$ cat src/startup_timing_params.svh
// Offsets, field positions, reset values and timing constants of the start-up sequencer
`ifndef STARTUP_TIMING_PARAMS_SVH
`define STARTUP_TIMING_PARAMS_SVH

// Command codes of the three timing words
`define CMD_TURN_ON_DELAY 8'h60
`define CMD_SOFT_START_RAMP_TIME 8'h61
`define CMD_START_TIME_FAULT_LIMIT 8'h62

// Linear word layout: exponent 15:11, mantissa 10:0
`define EXP_MSB 15
`define EXP_LSB 11
`define MAN_MSB 10
`define MAN_LSB 0

// Exponent reset values; mantissas come from nonvolatile memory
`define DELAY_EXP_RST 5'h1f
`define RAMP_EXP_RST 5'h1e
`define LIMIT_EXP_RST 5'h1f

// Supported ranges in quarter milliseconds; HALF_MS_MAX in half milliseconds
`define DELAY_MAX_Q 12'h1fe
`define RAMP_MAX_Q 12'h07f
`define LIMIT_MAX_Q 12'h1fc
`define RAMP_MIN_Q 12'h002
`define HALF_MS_MAX 12'h0ff

// Start-time fault action codes
`define ACT_IGNORE 2'h0
`define ACT_DELAYED 2'h1
`define ACT_IMMEDIATE 2'h2

// Timing
`define CLK_PERIOD_NS 10
`define QUARTER_MS_NS 250000
`define MIN_START_DELAY_NS 100000
`define QUARTER_CYCLES (`QUARTER_MS_NS / `CLK_PERIOD_NS)
`define MIN_START_CYCLES ((`MIN_START_DELAY_NS + `CLK_PERIOD_NS - 1) / `CLK_PERIOD_NS)

`endif

$ cat src/startup_timing_pkg.sv
// Types shared by the start-up sequencer files
package startup_timing_pkg;

    // One timing word in linear format
    typedef struct packed {
        logic [4:0] exponent;
        logic [10:0] mantissa;
    } linear_word_type;

    // Command port request: word write or read
    typedef struct packed {
        logic wr;
        logic rd;
        logic [7:0] cmd;
        logic [15:0] data;
    } cmd_req_type;

    // Start sequence states, one-hot
    typedef enum logic [4:0] {
        ST_IDLE = 5'h01,
        ST_DELAY = 5'h02,
        ST_RAMP = 5'h04,
        ST_ON = 5'h08,
        ST_OFF = 5'h10
    } seq_state_type;

endpackage

$ cat src/linear_to_quarters.sv
// Converts a linear-format millisecond word into quarter milliseconds
`timescale 1ns/100ps
`default_nettype none
module linear_to_quarters
    import startup_timing_pkg::*;
(
    input wire linear_word_type i_word,
    output logic [11:0] o_quarters,
    output logic o_exact,
    output logic o_negative
);
    logic signed [6:0] shift; // Exponent plus two: quarter units
    logic [4:0] rshift;
    logic [26:0] mag;
    logic [26:0] wide;

    // Mantissa times two to the exponent, rounded to the nearest quarter
    always_comb begin
        shift = $signed({{2{i_word.exponent[4]}}, i_word.exponent}) + 7'sd2;
        mag = {17'h00000, i_word.mantissa[9:0]};
        o_negative = i_word.mantissa[10];
        rshift = 5'h00;
        o_exact = 1'b1;
        if (!shift[6]) begin
            wide = mag << shift[4:0];
        end else begin
            // Negative shift drops bits; the last dropped bit rounds
            rshift = 5'(-shift);
            wide = mag >> rshift;
            o_exact = (mag & ((27'h1 << rshift) - 27'h1)) == 27'h0;
            if (mag[rshift - 5'h1]) begin
                wide = wide + 27'h1;
            end
        end
        // Saturate: anything this large is out of range for every word
        o_quarters = (|wide[26:12]) ? 12'hfff : wide[11:0];
    end
endmodule
`default_nettype wire

$ cat src/quarter_timer.sv
// Quarter-millisecond down-counter with tick and done pulses
`timescale 1ns/100ps
`default_nettype none
module quarter_timer #(
    parameter int TICK_CYCLES = 25000
) (
    input wire logic i_mclk,
    input wire logic i_resetn,
    input wire logic i_ce,
    input wire logic i_start,
    input wire logic i_stop,
    input wire logic [11:0] i_quarters,
    output logic o_tick,
    output logic o_done,
    output logic o_busy
);
    localparam int CW = $clog2(TICK_CYCLES + 1);
    logic busy_r, busy_nxt, tick_r, tick_nxt, done_r, done_nxt;
    logic [11:0] left_r, left_nxt; // Quarters still to run
    logic [CW-1:0] cyc_r, cyc_nxt; // Cycles inside current quarter

    // Start wins over stop; zero quarters finish at once
    always_comb begin
        busy_nxt = busy_r;
        left_nxt = left_r;
        cyc_nxt = cyc_r;
        tick_nxt = 1'b0;
        done_nxt = 1'b0;
        if (i_start) begin
            busy_nxt = i_quarters != 12'h000;
            done_nxt = i_quarters == 12'h000;
            left_nxt = i_quarters;
            cyc_nxt = '0;
        end else if (i_stop) begin
            busy_nxt = 1'b0;
        end else if (busy_r) begin
            if (cyc_r == CW'(TICK_CYCLES - 1)) begin
                cyc_nxt = '0;
                tick_nxt = 1'b1;
                left_nxt = left_r - 12'h001;
                if (left_r == 12'h001) begin
                    busy_nxt = 1'b0;
                    done_nxt = 1'b1;
                end
            end else begin
                cyc_nxt = cyc_r + CW'(1);
            end
        end
    end

    // Registers only; clock enable freezes everything
    always_ff @(posedge i_mclk or negedge i_resetn) begin
        if (!i_resetn) begin
            busy_r <= 1'b0;
            left_r <= 12'h000;
            cyc_r <= '0;
            tick_r <= 1'b0;
            done_r <= 1'b0;
        end else if (i_ce) begin
            busy_r <= busy_nxt;
            left_r <= left_nxt;
            cyc_r <= cyc_nxt;
            tick_r <= tick_nxt;
            done_r <= done_nxt;
        end
    end

    assign o_tick = tick_r;
    assign o_done = done_r;
    assign o_busy = busy_r;
endmodule
`default_nettype wire

$ cat src/startup_timing_sequencer.sv
// Start-up delay, soft-start ramp and start-time fault sequencer
// What this block does
// wait turn-on delay after selected start
// exponent 15:11, mantissa 10:0, reset exponents
// at least about 100 us start delay
// out-of-range write flagged, host notified
// delay 0 to 127.5 ms, 0.5 ms
// restored delay rounded to supported value
// ramp reaches regulation in programmed time
// slope derived from target voltage
// slope quantised; duration still programmed
// ramp 0 to 31.75 ms, 0.25 ms
// ramp below 0.5 ms runs 0.5 ms
// limit timer starts at delay end
// expiry compares sample with 87.5 percent
// last sample may lag expiry
// limit 0 to 127 ms, 0.5 ms
// zero limit disables fault detection
// undervoltage armed at ramp end
// fault action: ignore, delayed, immediate
// value is mantissa times two^exponent ms
`include "startup_timing_params.svh"
`timescale 1ns/100ps
`default_nettype none
module startup_timing_sequencer
    import startup_timing_pkg::*;
#(
    parameter int QUARTER_CYCLES = `QUARTER_CYCLES,
    parameter int MIN_START_CYCLES = `MIN_START_CYCLES
) (
    input wire logic i_mclk,
    input wire logic i_resetn,
    input wire logic i_ce,
    input wire cmd_req_type i_req,
    input wire linear_word_type [2:0] i_nvm_words,
    input wire logic i_restore,
    input wire logic i_clear_faults,
    input wire logic [1:0] i_start_source,
    input wire logic i_operation_on,
    input wire logic i_control_pin,
    input wire logic [15:0] i_target_voltage,
    input wire logic [15:0] i_telemetry,
    input wire logic i_telemetry_valid,
    input wire logic [1:0] i_fault_action,
    input wire logic [2:0] i_fault_delay_ms,
    output logic [15:0] o_rd_data,
    output logic [15:0] o_ref_code,
    output logic o_uv_armed,
    output logic o_shutdown,
    output logic o_start_fault,
    output logic o_invalid_data,
    output logic o_alert
);
    localparam int MW = $clog2(MIN_START_CYCLES + 1);

    linear_word_type word_r [3], word_nxt [3]; // Timing words, index = cmd - 0x60
    logic [11:0] q_r [3], q_nxt [3]; // Same words in quarter ms
    logic [15:0] rd_r, rd_nxt;
    logic inv_r, inv_nxt; // Invalid-data status
    logic loading_r, loading_nxt; // Nonvolatile load in progress
    logic [1:0] idx_r, idx_nxt;
    linear_word_type conv_in;
    logic [11:0] conv_q, hq;
    logic conv_exact, conv_neg, hit;
    logic [1:0] sel;

    // Top supported value per word
    function automatic logic [11:0] max_q(input logic [1:0] i);
        max_q = (i == 2'h0) ? `DELAY_MAX_Q : (i == 2'h1) ? `RAMP_MAX_Q : `LIMIT_MAX_Q;
    endfunction

    // Steps of one quarter for the ramp, one half for the others
    function automatic logic wr_ok(input logic [1:0] i, input logic [11:0] q,
                                   input logic ex, input logic ng);
        wr_ok = !ng && ex && (q <= max_q(i)) && !(i != 2'h1 && q[0]);
    endfunction

    // Ceiling log2, used to pick a power-of-two ramp slope
    function automatic logic [3:0] clog(input logic [11:0] v);
        clog = 4'h0;
        for (int k = 0; k < 12; k++) begin
            if ((12'h001 << k) < v) begin
                clog = 4'(k + 1);
            end
        end
    endfunction

    // One converter serves both the loader and the write path
    linear_to_quarters conv (
        .i_word(conv_in),
        .o_quarters(conv_q),
        .o_exact(conv_exact),
        .o_negative(conv_neg)
    );

    assign sel = 2'(i_req.cmd - `CMD_TURN_ON_DELAY);
    assign hit = (i_req.cmd >= `CMD_TURN_ON_DELAY) && (i_req.cmd <= `CMD_START_TIME_FAULT_LIMIT);
    // Kept outside the register process so the converter forms no loop through it
    assign conv_in = loading_r ? i_nvm_words[idx_r] : linear_word_type'(i_req.data);

    // Register file: load, write check, read
    always_comb begin
        word_nxt = word_r;
        q_nxt = q_r;
        rd_nxt = rd_r;
        inv_nxt = inv_r;
        loading_nxt = loading_r;
        idx_nxt = idx_r;
        hq = conv_neg ? 12'h000 : 12'((13'(conv_q) + 13'h0001) >> 1);
        if (i_clear_faults) begin
            inv_nxt = 1'b0;
        end
        if (loading_r) begin
            // Reload one word per cycle; writes are held off meanwhile
            if (idx_r == 2'h0) begin
                if (hq > `HALF_MS_MAX) begin
                    hq = `HALF_MS_MAX;
                end
                word_nxt[0] = {`DELAY_EXP_RST, hq[10:0]};
                q_nxt[0] = {hq[10:0], 1'b0};
            end else begin
                word_nxt[idx_r] = conv_in;
                q_nxt[idx_r] = conv_neg ? 12'h000 :
                               (conv_q > max_q(idx_r)) ? max_q(idx_r) : conv_q;
            end
            idx_nxt = idx_r + 2'h1;
            loading_nxt = idx_r != 2'h2;
        end else if (i_req.wr && hit) begin
            if (wr_ok(sel, conv_q, conv_exact, conv_neg)) begin
                word_nxt[sel] = conv_in;
                q_nxt[sel] = conv_q;
            end else begin
                inv_nxt = 1'b1;
            end
        end
        if (i_restore) begin
            loading_nxt = 1'b1;
            idx_nxt = 2'h0;
        end
        if (i_req.rd) begin
            rd_nxt = hit ? word_r[sel] : 16'h0000;
        end
    end

    // Register file flip-flops; exponents reset to their fixed values
    always_ff @(posedge i_mclk or negedge i_resetn) begin
        if (!i_resetn) begin
            word_r[0] <= {`DELAY_EXP_RST, 11'h000};
            word_r[1] <= {`RAMP_EXP_RST, 11'h000};
            word_r[2] <= {`LIMIT_EXP_RST, 11'h000};
            for (int k = 0; k < 3; k++) begin
                q_r[k] <= 12'h000;
            end
            rd_r <= 16'h0000;
            inv_r <= 1'b0;
            loading_r <= 1'b1; // Mantissas load right after reset
            idx_r <= 2'h0;
        end else if (i_ce) begin
            word_r <= word_nxt;
            q_r <= q_nxt;
            rd_r <= rd_nxt;
            inv_r <= inv_nxt;
            loading_r <= loading_nxt;
            idx_r <= idx_nxt;
        end
    end

    seq_state_type st_r, st_nxt;
    logic [15:0] ref_r, ref_nxt, step_r, step_nxt, tel_r, tel_nxt;
    logic uv_r, uv_nxt, shut_r, shut_nxt, fault_r, fault_nxt;
    logic pend_r, pend_nxt, fin_r, fin_nxt, alert_r, alert_nxt;
    logic [MW-1:0] min_r, min_nxt; // Cycles since delay start
    logic start_ok, min_done, running;
    logic seq_start, seq_stop, seq_tick, seq_done, seq_busy;
    logic max_start, max_stop, max_done, max_busy;
    logic [11:0] seq_q, max_q_in, ramp_eff;
    logic [17:0] thr85, thr875;

    // Start source select
    always_comb begin
        unique case (i_start_source)
            2'h0: start_ok = 1'b1;
            2'h1: start_ok = i_operation_on;
            2'h2: start_ok = i_control_pin;
            2'h3: start_ok = i_operation_on && i_control_pin;
        endcase
    end

    // Short ramps stretched to the floor
    assign ramp_eff = (q_r[1] < `RAMP_MIN_Q) ? `RAMP_MIN_Q : q_r[1];
    assign min_done = min_r == MW'(MIN_START_CYCLES);
    assign running = (st_r == ST_RAMP) || (st_r == ST_ON);
    // Shift-and-add fractions of the target; close enough for these thresholds
    assign thr875 = 18'(i_target_voltage) - 18'(i_target_voltage >> 3);
    assign thr85 = thr875 - 18'(i_target_voltage >> 5) + 18'(i_target_voltage >> 7);

    quarter_timer #(.TICK_CYCLES(QUARTER_CYCLES)) seq_timer (
        .i_mclk(i_mclk),
        .i_resetn(i_resetn),
        .i_ce(i_ce),
        .i_start(seq_start),
        .i_stop(seq_stop),
        .i_quarters(seq_q),
        .o_tick(seq_tick),
        .o_done(seq_done),
        .o_busy(seq_busy)
    );

    quarter_timer #(.TICK_CYCLES(QUARTER_CYCLES)) max_timer (
        .i_mclk(i_mclk),
        .i_resetn(i_resetn),
        .i_ce(i_ce),
        .i_start(max_start),
        .i_stop(max_stop),
        .i_quarters(max_q_in),
        .o_tick(),
        .o_done(max_done),
        .o_busy(max_busy)
    );

    // Sequence: delay, ramp, regulate, fault handling
    always_comb begin
        st_nxt = st_r;
        ref_nxt = ref_r;
        step_nxt = step_r;
        uv_nxt = uv_r;
        shut_nxt = shut_r;
        fault_nxt = fault_r && !i_clear_faults;
        pend_nxt = pend_r;
        fin_nxt = fin_r || seq_done;
        min_nxt = min_done ? min_r : min_r + MW'(1);
        tel_nxt = i_telemetry_valid ? i_telemetry : tel_r;
        seq_start = 1'b0;
        seq_stop = 1'b0;
        seq_q = q_r[0];
        max_start = 1'b0;
        max_stop = 1'b0;
        max_q_in = q_r[2];
        unique case (st_r)
            ST_IDLE: begin
                ref_nxt = 16'h0000;
                uv_nxt = 1'b0;
                shut_nxt = 1'b0;
                if (start_ok && !loading_r) begin
                    st_nxt = ST_DELAY;
                    seq_start = 1'b1;
                    min_nxt = '0;
                    fin_nxt = 1'b0;
                end
            end
            ST_DELAY: begin
                if (!start_ok) begin
                    st_nxt = ST_IDLE;
                    seq_stop = 1'b1;
                end else if ((seq_done || fin_r) && min_done) begin
                    st_nxt = ST_RAMP;
                    seq_start = 1'b1;
                    seq_q = ramp_eff;
                    step_nxt = i_target_voltage >> clog(ramp_eff);
                    max_start = q_r[2] != 12'h000;
                end
            end
            ST_RAMP: begin
                if (seq_done) begin
                    ref_nxt = i_target_voltage;
                    uv_nxt = 1'b1;
                    st_nxt = ST_ON;
                end else if (seq_tick) begin
                    ref_nxt = (17'(ref_r) + 17'(step_r) > 17'(i_target_voltage)) ?
                              i_target_voltage : ref_r + step_r;
                end
            end
            ST_ON: begin
                ref_nxt = i_target_voltage;
            end
            ST_OFF: begin
                ref_nxt = 16'h0000;
                uv_nxt = 1'b0;
                if (!start_ok) begin
                    st_nxt = ST_IDLE;
                end
            end
            default: begin
                st_nxt = ST_IDLE;
            end
        endcase
        if (running) begin
            if (max_busy && !pend_r && 18'(tel_r) >= thr85) begin
                max_stop = 1'b1;
            end
            if (max_done && pend_r) begin
                // Delayed action: shut only if the fault persists
                pend_nxt = 1'b0;
                if (18'(tel_r) < thr875) begin
                    st_nxt = ST_OFF;
                end
            end else if (max_done && 18'(tel_r) < thr875) begin
                fault_nxt = 1'b1;
                if (i_fault_action == `ACT_DELAYED) begin
                    pend_nxt = 1'b1;
                    max_start = 1'b1;
                    max_q_in = {7'h00, i_fault_delay_ms, 2'h0};
                end else if (i_fault_action == `ACT_IMMEDIATE) begin
                    st_nxt = ST_OFF;
                end
            end
            if (!start_ok) begin
                st_nxt = ST_IDLE;
            end
            if (st_nxt != st_r && st_nxt != ST_ON) begin
                seq_stop = 1'b1;
                max_stop = !max_start;
                pend_nxt = 1'b0;
                shut_nxt = st_nxt == ST_OFF;
                uv_nxt = 1'b0;
            end
        end
        alert_nxt = fault_nxt || inv_nxt;
    end

    // Sequence flip-flops
    always_ff @(posedge i_mclk or negedge i_resetn) begin
        if (!i_resetn) begin
            st_r <= ST_IDLE;
            ref_r <= 16'h0000;
            step_r <= 16'h0000;
            tel_r <= 16'h0000;
            uv_r <= 1'b0;
            shut_r <= 1'b0;
            fault_r <= 1'b0;
            pend_r <= 1'b0;
            fin_r <= 1'b0;
            alert_r <= 1'b0;
            min_r <= '0;
        end else if (i_ce) begin
            st_r <= st_nxt;
            ref_r <= ref_nxt;
            step_r <= step_nxt;
            tel_r <= tel_nxt;
            uv_r <= uv_nxt;
            shut_r <= shut_nxt;
            fault_r <= fault_nxt;
            pend_r <= pend_nxt;
            fin_r <= fin_nxt;
            alert_r <= alert_nxt;
            min_r <= min_nxt;
        end
    end

    assign o_rd_data = rd_r;
    assign o_ref_code = ref_r;
    assign o_uv_armed = uv_r;
    assign o_shutdown = shut_r;
    assign o_start_fault = fault_r;
    assign o_invalid_data = inv_r;
    assign o_alert = alert_r;
endmodule
`default_nettype wire

$ cat config.mk
export PLATFORM = sky130hd
export DESIGN_NAME = startup_timing_sequencer
export DESIGN_NICKNAME = d
export VERILOG_FILES = /design/src/startup_timing_pkg.sv /design/src/linear_to_quarters.sv /design/src/quarter_timer.sv /design/src/startup_timing_sequencer.sv
export VERILOG_INCLUDE_DIRS = /design/src
export SDC_FILE = /design/constraint.sdc
export NUM_CORES = 1
export LEC_CHECK = 0
export BUFFER_PORTS_ARGS = -buffer_cell sky130_fd_sc_hd__clkbuf_2
export CAP_MARGIN = 10
export CORE_ASPECT_RATIO = 0.6
export CORE_MARGIN = 1.5
export CORE_UTILIZATION = 56
export CTS_BUF_LIST = sky130_fd_sc_hd__clkbuf_16
export CTS_CLUSTER_SIZE = 28
export DETAILED_ROUTE_END_ITERATION = 10
export PLACE_DENSITY = 0.88
export SYNTH_ARGS = -nofsm -noshare
export SYNTH_HDL_FRONTEND = slang
export SYNTH_SLANG_ARGS = --single-unit
export TNS_END_PERCENT = 50
$ cat constraint.sdc
create_clock -name i_mclk -period 6.75 [get_ports i_mclk]
set_input_delay 0 -clock i_mclk [delete_from_list [all_inputs] [get_ports i_mclk]]
set_output_delay 0 -clock i_mclk [all_outputs]
set_load 0.1 [all_outputs]
* After elaboration in Yosys (flattened, before gate mapping) *
Index checks and enable logic that the tools add are counted.

operators by class
  add/sub/neg operators = 18
  multiply operators = 0
  divide/modulo/power cells = 0
  order comparisons = 27
  eq/ne operators = 26
  shift-type cells = 4
  multiplexer cells = 171
  bitwise gates (word level) = 3
  reductions and logical operators = 59

operators with widths
  operator               count
  $mux 12                23
  $mux 16                11
  $mux 48                3
  $mux 15                8
  $mux 36                3
  $bwmux 48              2
  $bwmux 36              2
  $mux 1                 66
  $mux 5                 13
  $bmux 16 s2            2
  $demux 16 s2           2
  $mux 4                 14
  $mux 27                2
  $demux 12 s2           2
  $pmux 16 s3            1
  $mux 14                3
  $mux 9                 4
  $reduce_bool 12->1     3
  $mux 32                1
  $add 15x1->15 const B  2
  $eq 15x15->1 const B   2
  $add 27x1->27 const B  1
  $and 10x27->27         1
  $logic_not 27->1       1
  77 further kinds       136

storage, ports and cells
  bits in registers = 236
  latch bits = 0
  memory bits (writable) = 0
  memory bits (read-only) = 0
  word-level logic and storage cells = 341
  memories = 0

* Logic depth before layout (Yosys ltp) *
  depth after elaboration = 19
  mapped depth = 34
  gate-level depth less buffers = 32

* Cells and area by module *
A second synthesis with hierarchy kept.

second synthesis, totals
  cell total of the unflattened synthesis = 2349
  area, all modules = 20030.5 µm²

modules (own cells, without submodules)
  module                    instances  cells each  area each (µm²)  sequential area each (µm²)
  startup_timing_sequencer  1          1629        13769.5          4449.3
  quarter_timer             2          207         1963.1           750.7
  linear_to_quarters        1          306         2334.7           0.0

* Worst setup path after synthesis *
No wires, ideal clock.

  kind = register to register
  from = register loading_r
  to = register word_r[4] (netlist bit)
  arrival = 6.453 ns
  required time = 6.625 ns
  setup slack = 0.172 ns
  cell stages (with the launch flop) = 28
  path buffers = 8
  clock period less this slack = 6.578 ns
  cell sequence = dfstp_2 > buf_4 > buf_4 > buf_4 > clkbuf_1 > buf_1 > a21oi_1 > ha_1 > clkbuf_1 > clkinv_1 > a21o_1 > nor4b_1 > a31oi_1 > o221a_2 > a21oi_1 > o21ai_0 > ha_1 > or4_1 > nor3_1 > o21ai_0 > o31a_1 > nor3_1 > o21ai_2 > o31a_1 > buf_6 > a21oi_2 > buf_4 > mux2_2

between the ends
  word-level cells in the longest chain between the ends = 15
  elaborated cells between the ends (all ways) = 35
  those cells by class = add/sub (5); order compare (1); eq/ne (1); shift (3); mux (13); bitwise (1); reduce/logical (11)

RTL lines
  item                                                    RTL line                         text
  start, declared                                         startup_timing_sequencer.sv:60   logic loading_r, loading_nxt;
  start signal, assigned                                  startup_timing_sequencer.sv:163  loading_r <= loading_nxt;
  branches (longest 15 deep; another with $add 27x1->27)  -
  end signal, assigned                                    startup_timing_sequencer.sv:159  word_r <= word_nxt;
  end, declared                                           startup_timing_sequencer.sv:56   linear_word_type word_r [3], word_nxt [3];

Several ways; the timed one is not identified. The select of a mux whose other input is x is not followed.
A chain may end at the register's enable or synchronous reset.

* Worst setup path in the final report *
  from = register idx_r[1]
  to = register word_r[23] (netlist bit)

between the ends
  word-level cells in the longest chain between the ends = 17
  elaborated cells between the ends (all ways) = 43
  those cells by class = add/sub (5); order compare (3); eq/ne (1); shift (3); mux (17); bitwise (2); reduce/logical (12)

RTL lines
  item                                                    RTL line                         text
  start, declared                                         startup_timing_sequencer.sv:61   logic [1:0] idx_r, idx_nxt;
  start signal, assigned                                  startup_timing_sequencer.sv:164  idx_r <= idx_nxt;
  branches (longest 17 deep; another with $add 27x1->27)  -

Several ways; the timed one is not identified. The select of a mux whose other input is x is not followed.

==> impl_metrics.py <==
metrics = {
    "synth": {
        "syn_area_sq_um": 19650,
        "synth_top_area_share_pct": 28.01,
        "syn_nets": 2588,
        "synth_ff_type": "dfrtp_1",
        "yosys.area.top_type": "dfrtp_1",
        "yosys.cell_types.count": 92,
        "synth.avg_cell_area_sq_um": 8.446,
        "synth_edf_count": 0,
        "synth-seq-cells": 236,
        "synthCells": 2327,
        "ys_warn_count": 0,
        "async_reset_ff_share_pct": 100.0,
        "synth_area_leaders": "dfrtp_1, ha_1, o21ai_0, mux2i_1, a21oi_1",
        "ys_seq_area_share_pct": 30.15,
    },
    "die": {
        "dieHeight_microns": 148.1,
        "dieArea_sq_um": 36270,
        "initial_core_util_pct": 57.54,
        "die_w_microns": 244.9,
        "fp.coreArea_sq_um": 34160,
        "rows": 52,
        "ios": 158,
    },
    "detailed_routing": {
        "ant_nets": 0,
        "drc": 0,
        "wire_per_inst_microns": 21.85,
        "drt-initial-drc-count": 2809,
        "drt-pass1-iter-count": 7,
        "routed_wl_microns": 65610,
        "vias_per_cell": 6.701,
        "vias": 20120,
    },
    "global_route": {
        "overflow": 0,
        "grt_max_degree": 174,
        "grt_pass1_wl_microns": 103400,
        "grt_pass1_vias": 19030,
        "grt_usage_pct": 35.52,
        "antenna_found_initial": 0,
    },
    "run_status": {
        "violations": "negative hold slack",
        "status": "complete, but fails checks",
    },
    "clock_tree": {
        "cts.clk_slew.worst_paths_ns": 0.07,
        "h-tree-depth": 1,
        "cts_tree": "done",
        "cts_root_buffer": "clkbuf_16",
        "clockBufferDepth": 3,
        "cts_buffers": 25,
        "cts_sinks": 236,
        "clock_latency_ns": 0.55,
    },
    "cells_and_area": {
        "areaGrowthSynthToFinish_pct": 15.29,
        "nNetsFinal": 2789,
        "stdcell_area_sq_um": 22660,
        "antenna_cells": 0,
        "drive_gt1_share_pct": 16.44,
    },
    "timing": {
        "worst_pin_slew_ns": 1.116,
        "skew_ns": 0.01193,
        "max-slew-margin-rel_pct": 25.60,
        "fmax_mhz": 154.2,
        "setup-violations-final": 0,
        "report.final.slew_viol_count": 0,
        "holdWs_ns": -0.02665,
        "final_hold_viol_count": 5,
        "finalCritPeriodShare_pct": 96.06,
        "period_needed_ns": 6.484,
    },
    "setup_path": {
        "crit_required_ns": 7.19,
        "crit_path_end_kind": "register",
        "cp_slowest_cell": "or4_1",
        "cp.arrival_ns": 6.92,
        "crit_type": "reg -> reg",
        "cpPeakStageDelay_ns": 0.46,
        "path_buf_inv": 4,
        "cpMostUsedCell": "ha_1",
        "crit_family": "compound AO/OA/AOI/OAI gates",
        "start_kind": "register",
        "cp_max_fo": 28,
    },
    "placement": {
        "gp_congestion": 1.072,
        "placed_area_sq_um": 21000,
        "dp_hpwl_microns": 47310,
        "io_buffer_count": 157,
    },
    "job": {
        "drv_cap": 0,
    },
    "pwr": {
        "leakage_nw": 10.47,
        "powerDensity_nw_per_um2": 563.6,
        "ir_drop_uv": 443.5,
    },
    "worst_hold_path": {
        "hold_path_class": "in -> async",
    },
}
[through the flow]
step	setup WS [ns]	setup TNS, ns	instances	total power, mW	utilization, %
finish	0.2658	0	3002	12.77	66.34
global route	-0.06585	-0.3874	3002	13.53	66.34
CTS	0.04313	0	2991	12.17	65.60
detailed placement	-0.1724	-2.078	2887	10.70	61.48
global placement	-0.01996	-0.05683	2887	10.55	61.48
floorplan	0.1724	0	2327	8.284	-
[sequential cells by signal, summed over array words and instances, names as in the netlist, 14 cells and up]
name,count
word_r,48
step_r,16
o_rd_data,16
min_r,14
seq_timer.cyc_r,15
max_timer.cyc_r,15
tel_r,16
q_r,36
o_ref_code,16
[where the power goes]
group          switching, mW  internal (mW)  total [mW]
clock                  0.614          0.786        1.40
combinational           5.79           3.40        9.19
sequential             0.388           1.79        2.18
total                   6.80           5.98        12.8
[cell usage after synthesis (11+ instances only)]
library cell	instances
nand2_1	188
and2_1	22
nand4b_1	15
nand2b_1	53
o2bb2ai_1	22
dfstp_2	16
o311ai_0	11
dfrtp_1	220
fa_1	11
a211oi_1	17
o31ai_1	21
nor2_1	200
nand3_1	64
xor2_1	21
nor4_1	20
or2_2	12
nand4_1	11
clkbuf_1	97
o21ai_0	199
a22o_1	23
o21a_1	22
nor3_1	46
o22ai_1	40
a22oi_1	28
or3_1	21
a31oi_1	24
and3_1	43
a21o_1	36
mux2_2	56
o211ai_1	16
nor2b_1	21
o21bai_1	16
o211a_1	13
mux2i_1	86
inv_1	104
a21oi_1	151
ha_1	129
xnor2_1	52
[layer usage]
metal	global-route usage, %	routed length [microns]	vias up
met5	0	0	-
met4	11.48	2172	0
met3	7.867	8067	200
met2	52.93	27670	1361
met1	51.14	27690	9558
li1	-	-	8996
[cells by family (layout without fill, tap and decap cells)]
group           Yosys count  count (layout)  share of synthesized area, %
buf+inv                 234             450                         4.921
mux                     157             157                         8.868
fa+ha+maj               140             140                         9.333
compound gates          736             736                         24.57
xor+xnor                 74              74                         3.336
simple gates            750             750                         18.82
flops                   236             236                         30.15
[final cells by class]
type	count	area [sq um]
multi-input cells	1857	12890
fillers	2733	11500
flip-flops and latches	236	5929
repair buffers	298	2066
clock buffers	25	625.6
well taps	459	574.3
inverters	110	416.7
clock inverters	17	161.4
[cell usage in the layout (no fill, tap or decap), types with 25 or more instances in the layout]
cell and instances:
mux2_2 56, nand3_1 64, ha_1 128, mux2i_1 84, clkbuf_16 25, nand2_1 188
dfrtp_1 220, o22ai_1 40, dlygate4sd3_1 62, clkbuf_2 155, a21oi_1 149, inv_1 107
and3_1 43, a22oi_1 28, nand2b_1 52, buf_4 72, a21o_1 35, nor3_1 44
nor2_1 197, xnor2_1 50, o21ai_0 194
[final timing paths]
kind                             from             to  slack [ns]  cells past startpoint
min                          i_resetn       tel_r[1]       -0.03                      2
min in group i_mclk          i_req[0]     word_r[32]        0.02                      3
max                          idx_r[1]     word_r[23]        0.27                     26
max reg2reg                  idx_r[1]     word_r[23]        0.27                     26
max in group asynchronous    i_resetn  o_rd_data[15]        5.35                      3
min reg2reg                word_r[45]     word_r[45]        0.47                      2
[repair_timing]
action	CTS	global route
gates resized for setup	0	44
endpoints found under the setup margin	0	102
setup buffers	0	10
endpoints found under the hold margin	135	0
hold buffers	62	0
(Power assumes the default switching activity.)
